<file path="src/logic/apsq_map.vh">
/*
  Constants for the conversion sequencer: register offsets, config word
  layout, modes, reset values and timing. Assumes a 20 MHz core clock.
*/
`ifndef APSQ_MAP_VH
`define APSQ_MAP_VH

`define APSQ_A_STAT    8'h00
`define APSQ_A_SINGLE  8'h04
`define APSQ_A_GROUP   8'h08
`define APSQ_A_GAP     8'h0c
`define APSQ_A_CHSET   8'h10
`define APSQ_A_TMODE   8'h14
`define APSQ_A_THR     8'h18
`define APSQ_A_PIPE    8'h1c
`define APSQ_RES_BIT   7
`define APSQ_SEL_ALL   4'hf

`define APSQ_CF_CH     4:0
`define APSQ_CF_RANGE  6:5
`define APSQ_CF_MODE   8:7
`define APSQ_CF_KIND   10:9
`define APSQ_CF_DOVAL  11
`define APSQ_CF_TAB    8:5
`define APSQ_CH_HALF   3

`define APSQ_KIND_AI   2'h0
`define APSQ_KIND_DIN  2'h1
`define APSQ_KIND_DOUT 2'h2
`define APSQ_MODE_GND  2'h0
`define APSQ_MODE_SNS  2'h1
`define APSQ_MODE_TWO  2'h2
`define APSQ_DEF_RANGE 2'h0
`define APSQ_DEF_MODE  2'h0

`define APSQ_TM_OFF    3'h0
`define APSQ_TM_BELOW  3'h1
`define APSQ_TM_ABOVE  3'h2
`define APSQ_TM_INSIDE 3'h3
`define APSQ_TM_BHYS   3'h4
`define APSQ_TM_AHYS   3'h5
`define APSQ_TM_DIN    3'h6

`define APSQ_ST_BUSY   0
`define APSQ_ST_SDONE  1
`define APSQ_ST_GDONE  2
`define APSQ_ST_VHEAD  3
`define APSQ_ST_VNEXT  4
`define APSQ_ST_REFILL 5

`define APSQ_GAP_NS    8000
`define APSQ_CLK_NS    50
`define APSQ_CNT_MAX   16'hffff
`define APSQ_CNT_ONE   16'h0001

`endif

</file>
<file path="src/logic/apsq_gap_timer.v">
/*
  Spacing timer: counts cycles since the last slot start and says when
  the next slot may start. Assumes start pulses only when ready.
*/
`timescale 1ns/1ns
`include "apsq_map.vh"

module apsq_gap_timer (
  input  wire        core_clk_in,
  input  wire        srst_in,
  input  wire        start_in,
  input  wire [15:0] min_in,
  output wire        ready_out
);

  reg [15:0] cnt_q;

  // saturates so an idle converter is always ready
  always @(posedge core_clk_in) begin
    if (srst_in) begin
      cnt_q <= `APSQ_CNT_MAX;
    end else if (start_in) begin
      cnt_q <= `APSQ_CNT_ONE;
    end else if (cnt_q != `APSQ_CNT_MAX) begin
      cnt_q <= cnt_q + `APSQ_CNT_ONE;
    end
  end

  assign ready_out = (cnt_q >= min_in);

endmodule

</file>
<file path="src/logic/apsq_sequencer.v">
/*
  Conversion sequencer top: Wishbone classic slave, two-stage config
  pipeline, single and grouped conversions, trigger result path.
  Assumes an external converter that pulses adc_valid_in with data after
  each conv_start_out, and an external front end that presents the
  monitored level of the channel named on trig_chan_out.
*/
`timescale 1ns/1ns
`include "apsq_map.vh"

module apsq_sequencer (
  input  wire        core_clk_in,
  input  wire        srst_in,
  input  wire        wb_cyc_in,
  input  wire        wb_stb_in,
  input  wire        wb_we_in,
  input  wire [7:0]  wb_adr_in,
  input  wire [3:0]  wb_sel_in,
  input  wire [31:0] wb_dat_in,
  output wire [31:0] wb_dat_out,
  output wire        wb_ack_out,
  output wire        conv_start_out,
  output wire [15:0] conv_cfg_out,
  input  wire        adc_valid_in,
  input  wire [15:0] adc_data_in,
  input  wire [15:0] trig_level_in,
  output wire [4:0]  trig_chan_out,
  input  wire        programmable_function_line_in,
  output wire        digital_output_line_out,
  output wire        trigger_result_out
);

  localparam [2:0]  S_IDLE  = 3'b001;
  localparam [2:0]  S_SLOT  = 3'b010;
  localparam [2:0]  S_BUSY  = 3'b100;
  localparam integer GAP_CYC = (`APSQ_GAP_NS + `APSQ_CLK_NS - 1) / `APSQ_CLK_NS;
  localparam [15:0]  GAP_RST = GAP_CYC[15:0];

  reg  [2:0]  st_q;
  reg         ack_q;
  reg  [31:0] dat_q;
  reg  [15:0] head_q;
  reg  [15:0] next_q;
  reg         vhead_q;
  reg         vnext_q;
  reg         single_q;
  reg  [15:0] scfg_q;
  reg  [15:0] sres_q;
  reg  [1:0]  refill_q;
  reg  [31:0] mask_q;
  reg  [4:0]  feed_ch_q;
  reg  [4:0]  hi_ch_q;
  reg         sdone_q;
  reg         gdone_q;
  reg  [15:0] gap_q;
  reg  [2:0]  tmode_q;
  reg  [15:0] thr_hi_q;
  reg  [15:0] thr_lo_q;
  reg         arm_q;
  reg         trig_q;
  reg         dout_q;
  reg         start_q;
  reg  [15:0] ccfg_q;
  reg  [4:0]  tch_q;
  reg  [3:0]  tab_q [0:31];
  reg  [15:0] gres_q [0:31];
  reg  [31:0] rd_d;

  wire        tmr_ready;
  wire        wb_req = wb_cyc_in & wb_stb_in & ~ack_q;
  wire        wb_wr  = wb_cyc_in & wb_stb_in & ack_q & wb_we_in & (wb_sel_in == `APSQ_SEL_ALL);
  wire        idle   = st_q[0];
  wire        wr_sgl = wb_wr & (wb_adr_in == `APSQ_A_SINGLE) & idle;
  wire        wr_grp = wb_wr & (wb_adr_in == `APSQ_A_GROUP) & idle & (|wb_dat_in);
  wire        wr_tm  = wb_wr & (wb_adr_in == `APSQ_A_TMODE);
  wire        wr_st  = wb_wr & (wb_adr_in == `APSQ_A_STAT);

  // channel list walk: lowest set bit above p, else wrap to the lowest
  function [4:0] apsq_next;
    input [31:0] m;
    input [4:0]  p;
    integer      i;
    reg   [4:0]  up;
    reg   [4:0]  lo;
    reg          hit;
    begin
      up  = 5'h00;
      lo  = 5'h00;
      hit = 1'b0;
      for (i = 31; i >= 0; i = i - 1) begin
        if (m[i]) begin
          lo = i[4:0];
          if (i[4:0] > p) begin
            up  = i[4:0];
            hit = 1'b1;
          end
        end
      end
      apsq_next = hit ? up : lo;
    end
  endfunction

  function [4:0] apsq_high;
    input [31:0] m;
    integer      i;
    begin
      apsq_high = 5'h00;
      for (i = 0; i < 32; i = i + 1) begin
        if (m[i]) begin
          apsq_high = i[4:0];
        end
      end
    end
  endfunction

  // two-wire only on the lower half of each bank of sixteen
  function [15:0] apsq_fix;
    input [15:0] c;
    begin
      apsq_fix = c;
      if ((c[`APSQ_CF_MODE] == `APSQ_MODE_TWO && c[`APSQ_CH_HALF]) ||
          (c[`APSQ_CF_MODE] > `APSQ_MODE_TWO)) begin
        apsq_fix[`APSQ_CF_MODE] = `APSQ_MODE_GND;
      end
    end
  endfunction

  function [15:0] apsq_cfg;
    input [4:0] ch;
    input [3:0] t;
    begin
      apsq_cfg = {5'h00, `APSQ_KIND_AI, t, ch};
    end
  endfunction

  // group head decision, made at the start write
  wire [4:0]  g_first  = apsq_next(wb_dat_in, 5'h1f);
  wire [4:0]  g_second = apsq_next(wb_dat_in, g_first);
  wire [4:0]  g_third  = apsq_next(wb_dat_in, g_second);
  wire        g_match  = vhead_q & vnext_q &
                         (head_q == apsq_cfg(g_first, tab_q[g_first])) &
                         (next_q == apsq_cfg(g_second, tab_q[g_second]));

  // slot completion
  wire [1:0]  kind    = head_q[`APSQ_CF_KIND];
  wire        is_ai   = (kind != `APSQ_KIND_DIN) & (kind != `APSQ_KIND_DOUT);
  wire        slot_go = st_q[1] & tmr_ready;
  wire        fin     = (slot_go & ~is_ai) | (st_q[2] & adc_valid_in);
  wire [15:0] res     = st_q[2] ? adc_data_in :
                        ((kind == `APSQ_KIND_DIN) ? {15'h0000, programmable_function_line_in} : 16'h0000);
  wire [15:0] feed    = single_q ? scfg_q : apsq_cfg(feed_ch_q, tab_q[feed_ch_q]);
  wire        res_we  = fin & ~single_q & (refill_q == 2'h0);

  apsq_gap_timer u_gap (
    .core_clk_in (core_clk_in),
    .srst_in     (srst_in),
    .start_in    (slot_go),
    .min_in      (gap_q),
    .ready_out   (tmr_ready)
  );

  // per-channel range and mode table, build defaults at reset
  genvar g;
  generate
    for (g = 0; g < 32; g = g + 1) begin : chan
      // channel field equals g whenever this entry is written
      wire [15:0] want = apsq_fix({7'h00, wb_dat_in[`APSQ_CF_TAB], wb_dat_in[`APSQ_CF_CH]});
      always @(posedge core_clk_in) begin
        if (srst_in) begin
          tab_q[g] <= {`APSQ_DEF_MODE, `APSQ_DEF_RANGE};
        end else if (wb_wr & (wb_adr_in == `APSQ_A_CHSET) & (wb_dat_in[`APSQ_CF_CH] == g)) begin
          tab_q[g] <= want[`APSQ_CF_TAB];
        end
      end
      always @(posedge core_clk_in) begin
        if (res_we & (head_q[`APSQ_CF_CH] == g)) begin
          gres_q[g] <= res;
        end
      end
    end
  endgenerate

  // sequencing state machine
  always @(posedge core_clk_in) begin
    if (srst_in) begin
      st_q      <= S_IDLE;
      head_q    <= 16'h0000;
      next_q    <= 16'h0000;
      vhead_q   <= 1'b0;
      vnext_q   <= 1'b0;
      single_q  <= 1'b0;
      scfg_q    <= 16'h0000;
      sres_q    <= 16'h0000;
      refill_q  <= 2'h0;
      mask_q    <= 32'h00000000;
      feed_ch_q <= 5'h00;
      hi_ch_q   <= 5'h00;
      dout_q    <= 1'b0;
      start_q   <= 1'b0;
      ccfg_q    <= 16'h0000;
    end else begin
      start_q <= 1'b0;
      case (st_q)
        S_IDLE: begin
          if (wr_sgl) begin
            single_q <= 1'b1;
            scfg_q   <= wb_dat_in[15:0];
            refill_q <= 2'h0;
            st_q     <= S_SLOT;
          end else if (wr_grp) begin
            single_q <= 1'b0;
            mask_q   <= wb_dat_in;
            hi_ch_q  <= apsq_high(wb_dat_in);
            st_q     <= S_SLOT;
            if (g_match) begin
              refill_q  <= 2'h0;
              feed_ch_q <= g_third;
            end else begin
              refill_q  <= 2'h2;
              feed_ch_q <= g_first;
            end
          end
        end
        S_SLOT: begin
          if (slot_go & is_ai) begin
            start_q <= 1'b1;
            ccfg_q  <= apsq_fix(head_q);
            st_q    <= S_BUSY;
          end
        end
        S_BUSY: begin
          st_q <= S_BUSY;
        end
        default: begin
          st_q <= S_IDLE;
        end
      endcase
      if (fin) begin
        // convert head first, then shift the new config behind it
        head_q  <= next_q;
        vhead_q <= vnext_q;
        next_q  <= feed;
        vnext_q <= 1'b1;
        if (kind == `APSQ_KIND_DOUT) begin
          dout_q <= head_q[`APSQ_CF_DOVAL];
        end
        if (single_q) begin
          sres_q <= res;
          st_q   <= S_IDLE;
        end else begin
          feed_ch_q <= apsq_next(mask_q, feed_ch_q);
          if (refill_q != 2'h0) begin
            refill_q <= refill_q - 2'h1;
            st_q     <= S_SLOT;
          end else if (head_q[`APSQ_CF_CH] == hi_ch_q) begin
            st_q <= S_IDLE;
          end else begin
            st_q <= S_SLOT;
          end
        end
      end
    end
  end

  // sticky done flags; a set in the clearing cycle wins
  wire sdone_set = fin & single_q;
  wire gdone_set = res_we & (head_q[`APSQ_CF_CH] == hi_ch_q);

  always @(posedge core_clk_in) begin
    if (srst_in) begin
      sdone_q  <= 1'b0;
      gdone_q  <= 1'b0;
      gap_q    <= GAP_RST;
      tmode_q  <= `APSQ_TM_OFF;
      thr_hi_q <= 16'h0000;
      thr_lo_q <= 16'h0000;
    end else begin
      sdone_q <= sdone_set | (sdone_q & ~(wr_st & wb_dat_in[`APSQ_ST_SDONE]));
      gdone_q <= gdone_set | (gdone_q & ~(wr_st & wb_dat_in[`APSQ_ST_GDONE]));
      if (wb_wr & (wb_adr_in == `APSQ_A_GAP)) begin
        gap_q <= wb_dat_in[15:0];
      end
      if (wr_tm) begin
        tmode_q <= wb_dat_in[2:0];
      end
      if (wb_wr & (wb_adr_in == `APSQ_A_THR)) begin
        thr_hi_q <= wb_dat_in[31:16];
        thr_lo_q <= wb_dat_in[15:0];
      end
    end
  end

  // trigger circuitry; output only, never starts a slot
  wire lt_lo = $signed(trig_level_in) < $signed(thr_lo_q);
  wire gt_hi = $signed(trig_level_in) > $signed(thr_hi_q);

  always @(posedge core_clk_in) begin
    if (srst_in | wr_tm) begin
      trig_q <= 1'b0;
      arm_q  <= 1'b0;
      tch_q  <= 5'h00;
    end else begin
      tch_q <= head_q[`APSQ_CF_CH];
      case (tmode_q)
        `APSQ_TM_BELOW: trig_q <= lt_lo;
        `APSQ_TM_ABOVE: trig_q <= gt_hi;
        `APSQ_TM_INSIDE: trig_q <= ~lt_lo & ~gt_hi;
        `APSQ_TM_BHYS: begin
          if (gt_hi) begin
            arm_q  <= 1'b1;
            trig_q <= 1'b0;
          end else if (arm_q & lt_lo) begin
            trig_q <= 1'b1;
          end
        end
        `APSQ_TM_AHYS: begin
          if (lt_lo) begin
            arm_q  <= 1'b1;
            trig_q <= 1'b0;
          end else if (arm_q & gt_hi) begin
            trig_q <= 1'b1;
          end
        end
        `APSQ_TM_DIN: trig_q <= programmable_function_line_in;
        default: trig_q <= 1'b0;
      endcase
    end
  end

  // read mux; trigger readout bypasses the pipeline
  always @* begin
    rd_d = 32'h00000000;
    if (wb_adr_in[`APSQ_RES_BIT]) begin
      rd_d = {16'h0000, gres_q[wb_adr_in[6:2]]};
    end else begin
      case (wb_adr_in)
        `APSQ_A_STAT: begin
          rd_d[`APSQ_ST_BUSY]   = ~idle;
          rd_d[`APSQ_ST_SDONE]  = sdone_q;
          rd_d[`APSQ_ST_GDONE]  = gdone_q;
          rd_d[`APSQ_ST_VHEAD]  = vhead_q;
          rd_d[`APSQ_ST_VNEXT]  = vnext_q;
          rd_d[`APSQ_ST_REFILL] = (refill_q != 2'h0);
        end
        `APSQ_A_SINGLE: rd_d = {16'h0000, sres_q};
        `APSQ_A_GROUP:  rd_d = mask_q;
        `APSQ_A_GAP:    rd_d = {16'h0000, gap_q};
        `APSQ_A_TMODE:  rd_d = {27'h0000000, trig_q, 1'b0, tmode_q};
        `APSQ_A_THR:    rd_d = {thr_hi_q, thr_lo_q};
        `APSQ_A_PIPE:   rd_d = {next_q, head_q};
        default:        rd_d = 32'h00000000;
      endcase
    end
  end

  // ack one cycle after the request, dropped the cycle after
  always @(posedge core_clk_in) begin
    if (srst_in) begin
      ack_q <= 1'b0;
      dat_q <= 32'h00000000;
    end else begin
      ack_q <= wb_req;
      if (wb_req) begin
        dat_q <= rd_d;
      end
    end
  end

  assign wb_dat_out              = dat_q;
  assign wb_ack_out              = ack_q;
  assign conv_start_out          = start_q;
  assign conv_cfg_out            = ccfg_q;
  assign trig_chan_out           = tch_q;
  assign digital_output_line_out = dout_q;
  assign trigger_result_out      = trig_q;

endmodule

</file>
<file path="config.mk">
export PLATFORM = sky130hd
export DESIGN_NAME = apsq_sequencer
export DESIGN_NICKNAME = d
export VERILOG_FILES = /design/src/logic/apsq_gap_timer.v /design/src/logic/apsq_sequencer.v
export VERILOG_INCLUDE_DIRS = /design/src /design/src/logic
export SDC_FILE = /design/constraint.sdc
export NUM_CORES = 2
export LEC_CHECK = 0
export BUFFER_PORTS_ARGS = -buffer_cell sky130_fd_sc_hd__buf_2
export CAP_MARGIN = 20
export CORE_ASPECT_RATIO = 2
export CORE_UTILIZATION = 25
export DETAILED_ROUTE_END_ITERATION = 8
export GPL_TIMING_DRIVEN = 0
export MAX_ROUTING_LAYER = met4
export PLACE_DENSITY = 0.49
export REMOVE_ABC_BUFFERS = 1
export SLEW_MARGIN = 20
export SYNTH_ARGS = -nofsm -noshare
export SYNTH_HDL_FRONTEND = slang
export SYNTH_HIERARCHICAL = 1
export SYNTH_SLANG_ARGS = --single-unit
</file>
<file path="constraint.sdc">
create_clock -name core_clk_in -period 14.2 [get_ports core_clk_in]
set_input_delay 1.42 -clock core_clk_in [delete_from_list [all_inputs] [get_ports core_clk_in]]
set_output_delay 1.42 -clock core_clk_in [all_outputs]
set_load 0.01 [all_outputs]
</file>
==> flow_metrics.env <==
export IMPL_cp_max_fo=47
export IMPL_fin_crit_sh=0.663
export IMPL_start_kind="input port"
export IMPL_reg2reg_from="gap_q[9]$_SDFFE_PP0P_"
export IMPL_ys_async_sr_fraction=0
export IMPL_chipWidth_microns=297
export IMPL_max_stage_delay_ns=1.05
export IMPL_synth_area_leader_cell="edfxtp_1"
export IMPL_reg2reg_slack_ns=8.04
export IMPL_dp_hpwl_microns=128000
export IMPL_ant_nets=0
export IMPL_cts_resized=0
export IMPL_synth_area_leaders="edfxtp_1 44%, dfxtp_1 11%, mux4_2 10%, nand2_1 4.7%, a21oi_1 3.6%"
export IMPL_fin_cells=6200
export IMPL_drv_slew=0
export IMPL_cts_num_sinks=881
export IMPL_worst_path_buf_inv=2
export IMPL_start_util=0.252
export IMPL_hold_viol_final=0
export IMPL_dr_max_layer_used="met4"
export IMPL_crit_chain="buf_2 > nor2b_1 > or3_1 > nor3_2 > buf_4 > a21o_4 > nand2_1 > a21o_1 > and3_1 > nand2_2 > o31a_1 > nand2_2 > nor2_1 > nand3_1 > a31oi_1 > and4b_1 > o221ai_2 > or2_1 > o311a_1"
export IMPL_vias=33192
export IMPL_syn_avg_cell_area_sq_um=11.5
export IMPL_power_leakage_nw=17.5
export IMPL_hold_class="register to register"
export IMPL_grt_pass1_vias=33136
export IMPL_ctsHoldBuffers=0
export IMPL_syn_inst=3801
export IMPL_grt_pass1_wl_microns=249000
export IMPL_cts_root_buf="clkbuf_16"
export IMPL_rows=216
export IMPL_clock_latency_ns=0.71
export IMPL_fin_nets=3969
export IMPL_syn_cell_area_sq_um=43600
export IMPL_cts_reportedPaths_clkPinSlew_ns=0.07
export IMPL_drt_total_wl_microns=177000
export IMPL_rsz0062_at_grt="false"
export IMPL_cp_arrival_ns=10.01
export IMPL_cts_tree="built"
export IMPL_gp_congestion=1.03
export IMPL_dr_wl_met2_microns=93400
export IMPL_worstMarginPinSlew_ns=1.21
export IMPL_wire_per_inst_microns=28.5
export IMPL_worstSetupEndpointType="register"
export IMPL_cts_made_buffers=78
export IMPL_ys_ff_latch=881
export IMPL_status="completed"
export IMPL_synth_yosys_warnings=6
export IMPL_setup_viol=0
export IMPL_crit_top_cell="nand2_2"
export IMPL_crit_required_ns=14.80
export IMPL_fin_crit_ns=9.42
export IMPL_final_util=0.294
export IMPL_critPathSlowestCell="nor2_1"
export IMPL_antenna_found_initial=14
export IMPL_synth_edf_count=640
export IMPL_drtIter0Drc=2876
export IMPL_synth_cell_type_count=116
export IMPL_worst_hold_path_endpoint="conv_cfg_out[7]$_SDFFE_PP0P_"
export IMPL_drive_gt1_frac=0.187
export IMPL_crit_type="input port to register"
export IMPL_r2r_cells=13
export IMPL_fillers=17645
export IMPL_synth_seq_area_share=0.551
export IMPL_die_y_microns=593
export IMPL_drc=0
export IMPL_synthFlopType="edfxtp_1"
export IMPL_hold_path_depth=2
export IMPL_met3WireLength_microns=8710
export IMPL_portBuffers=139
export IMPL_cp_top_family="simple AND/OR/NAND/NOR gates"
export IMPL_grt_ovfl_total=0
export IMPL_cts_path_max_buffers=3
export IMPL_hold_start="conv_cfg_out[7]$_SDFFE_PP0P_"
export IMPL_peakVddDrop_uv=83.7
export IMPL_maxCapViolations=0
export IMPL_post_drt_via_cell_ratio=5.35
export IMPL_dpl_cell_area_sq_um=48000
export IMPL_dp_cells=6042
export IMPL_stdcell_area_sq_um=50900
export IMPL_mostFrequentLayoutCell="edfxtp_1"
export IMPL_yosysTopAreaCellShare=0.441
export IMPL_grt_total_usage=0.203
export IMPL_wl_met1_microns=58900
export IMPL_core_area_sq_um=173000
export IMPL_drt_pass1_iterations=6
export IMPL_htree_levels=3
export IMPL_io_pins=140
export IMPL_clock_fmax_ghz=0.106
export IMPL_r2r_end="gres_q[28][15]$_DFFE_PP_"
export IMPL_p_per_area_nw_per_um2=112
export IMPL_skew_ns=0.0842
export IMPL_area_growth_pct=16.6
export IMPL_post_cts_setup_buffers=0
export IMPL_grt_max_degree=104
export IMPL_die_area_sq_um=176000
export IMPL_mostFrequentLayoutCells="640 x edfxtp_1, 549 x nand2_1, 316 x a21oi_1, 239 x nor2_1, 235 x dfxtp_1"
export IMPL_relSlewSlack=0.176
[flip-flops by register name (all words and copies together), names as in the netlist, 2 cells and up]
signal         flops
gres_q           512
tab_q            128
mask_q            32
wb_dat_out        32
conv_cfg_out      16
gap_q             16
head_q            16
next_q            16
scfg_q            16
sres_q            16
thr_hi_q          16
thr_lo_q          16
u_gap/cnt_q       16
feed_ch_q          5
hi_ch_q            5
trig_chan_out      5
st_q               3
tmode_q            3
refill_q           2
[worst min-delay path: cells and delay by family (launching register included)]
kind | cells | cell delay [ns]
and+or+nand+nor | 1 | 0.05
DFF | 1 | 0.31
AOI/OAI and AO/OA | 1 | 0.05
[synthesized netlist by cell type (all sizes together), types with 19 or more instances]
cell type	n
o211ai	47
a21oi	321
ha	50
a21o	59
mux2i	31
a2111oi	20
and3	50
nand2	555
buf	85
inv	109
a31oi	37
and2	36
mux2	36
edfxtp	640
nor3	59
o21ai	137
a22oi	41
nand2b	26
nor4	42
mux4	195
dfxtp	241
clkbuf	193
nand3	124
nand4	26
nor2	285
a211oi	41
o31ai	19
[where the power goes]
part           switching (W)  total (W)  leakage (nW)  internal [W]
logic               0.000398   0.000601          7.17      0.000203
clock network        0.00105    0.00227          1.29       0.00122
registers          0.0000435    0.00280          9.04       0.00276
total                0.00149    0.00568          17.5       0.00419
[layout make-up]
| cell class | instances | area, sq um | area share |
|---|---|---|---|
| clock buffers | 99 | 2070 | 0.0407 |
| well taps | 2289 | 2860 | 0.0563 |
| diodes | 12 | 30.0 | 0.000591 |
| clock inverters | 44 | 628 | 0.0124 |
| flip-flops and latches | 881 | 24100 | 0.473 |
| repair buffers | 218 | 2210 | 0.0435 |
| inverters | 109 | 409 | 0.00805 |
| multi-input cells | 2548 | 18600 | 0.365 |
[through the flow]
stage          TNS, ns  setup slack [ns]  hold slack [ns]  power (W)
2_1_floorplan        0              6.36            0.430    0.00316
4_1_cts              0              5.16            0.450    0.00570
3_3_place_gp     -5.27            -0.983            0.441    0.00343
3_5_place_dp         0              4.45            0.443    0.00344
6_report             0              4.78            0.449    0.00568
5_1_grt              0              4.84            0.466    0.00584
[logic make-up (layout without fill, tap and decap cells)]
kind of cell | Yosys count | after routing | share of synthesized area
xor+xnor | 29 | 29 | 0.00582
buf+inv | 387 | 470 | 0.0362
compound gates | 904 | 904 | 0.138
other cells | 1 | 28 | 0.0000860
mux | 262 | 262 | 0.117
fa+ha+maj | 51 | 51 | 0.0146
flops | 881 | 881 | 0.551
simple gates | 1286 | 1286 | 0.137
[per-layer routing]
layer,vias to the layer above,global-route usage
met4,0,0.150
met5,-,-
met2,1485,0.367
met1,16686,0.200
met3,566,0.0228
li1,14455,-
[worst max path at each step]
stage,start,to,depth (start not counted)
3_5_place_dp,wb_dat_in[2],feed_ch_q[1]$_SDFF_PP0_,19
5_1_grt,wb_dat_in[2],feed_ch_q[1]$_SDFF_PP0_,19
4_1_cts,wb_dat_in[2],feed_ch_q[1]$_SDFF_PP0_,19
3_3_place_gp,wb_dat_in[11],feed_ch_q[1]$_SDFF_PP0_,18
6_report,wb_dat_in[2],feed_ch_q[1]$_SDFF_PP0_,19
2_1_floorplan,wb_dat_in[3],feed_ch_q[1]$_SDFF_PP0_,16
(Power assumes the default switching activity.)
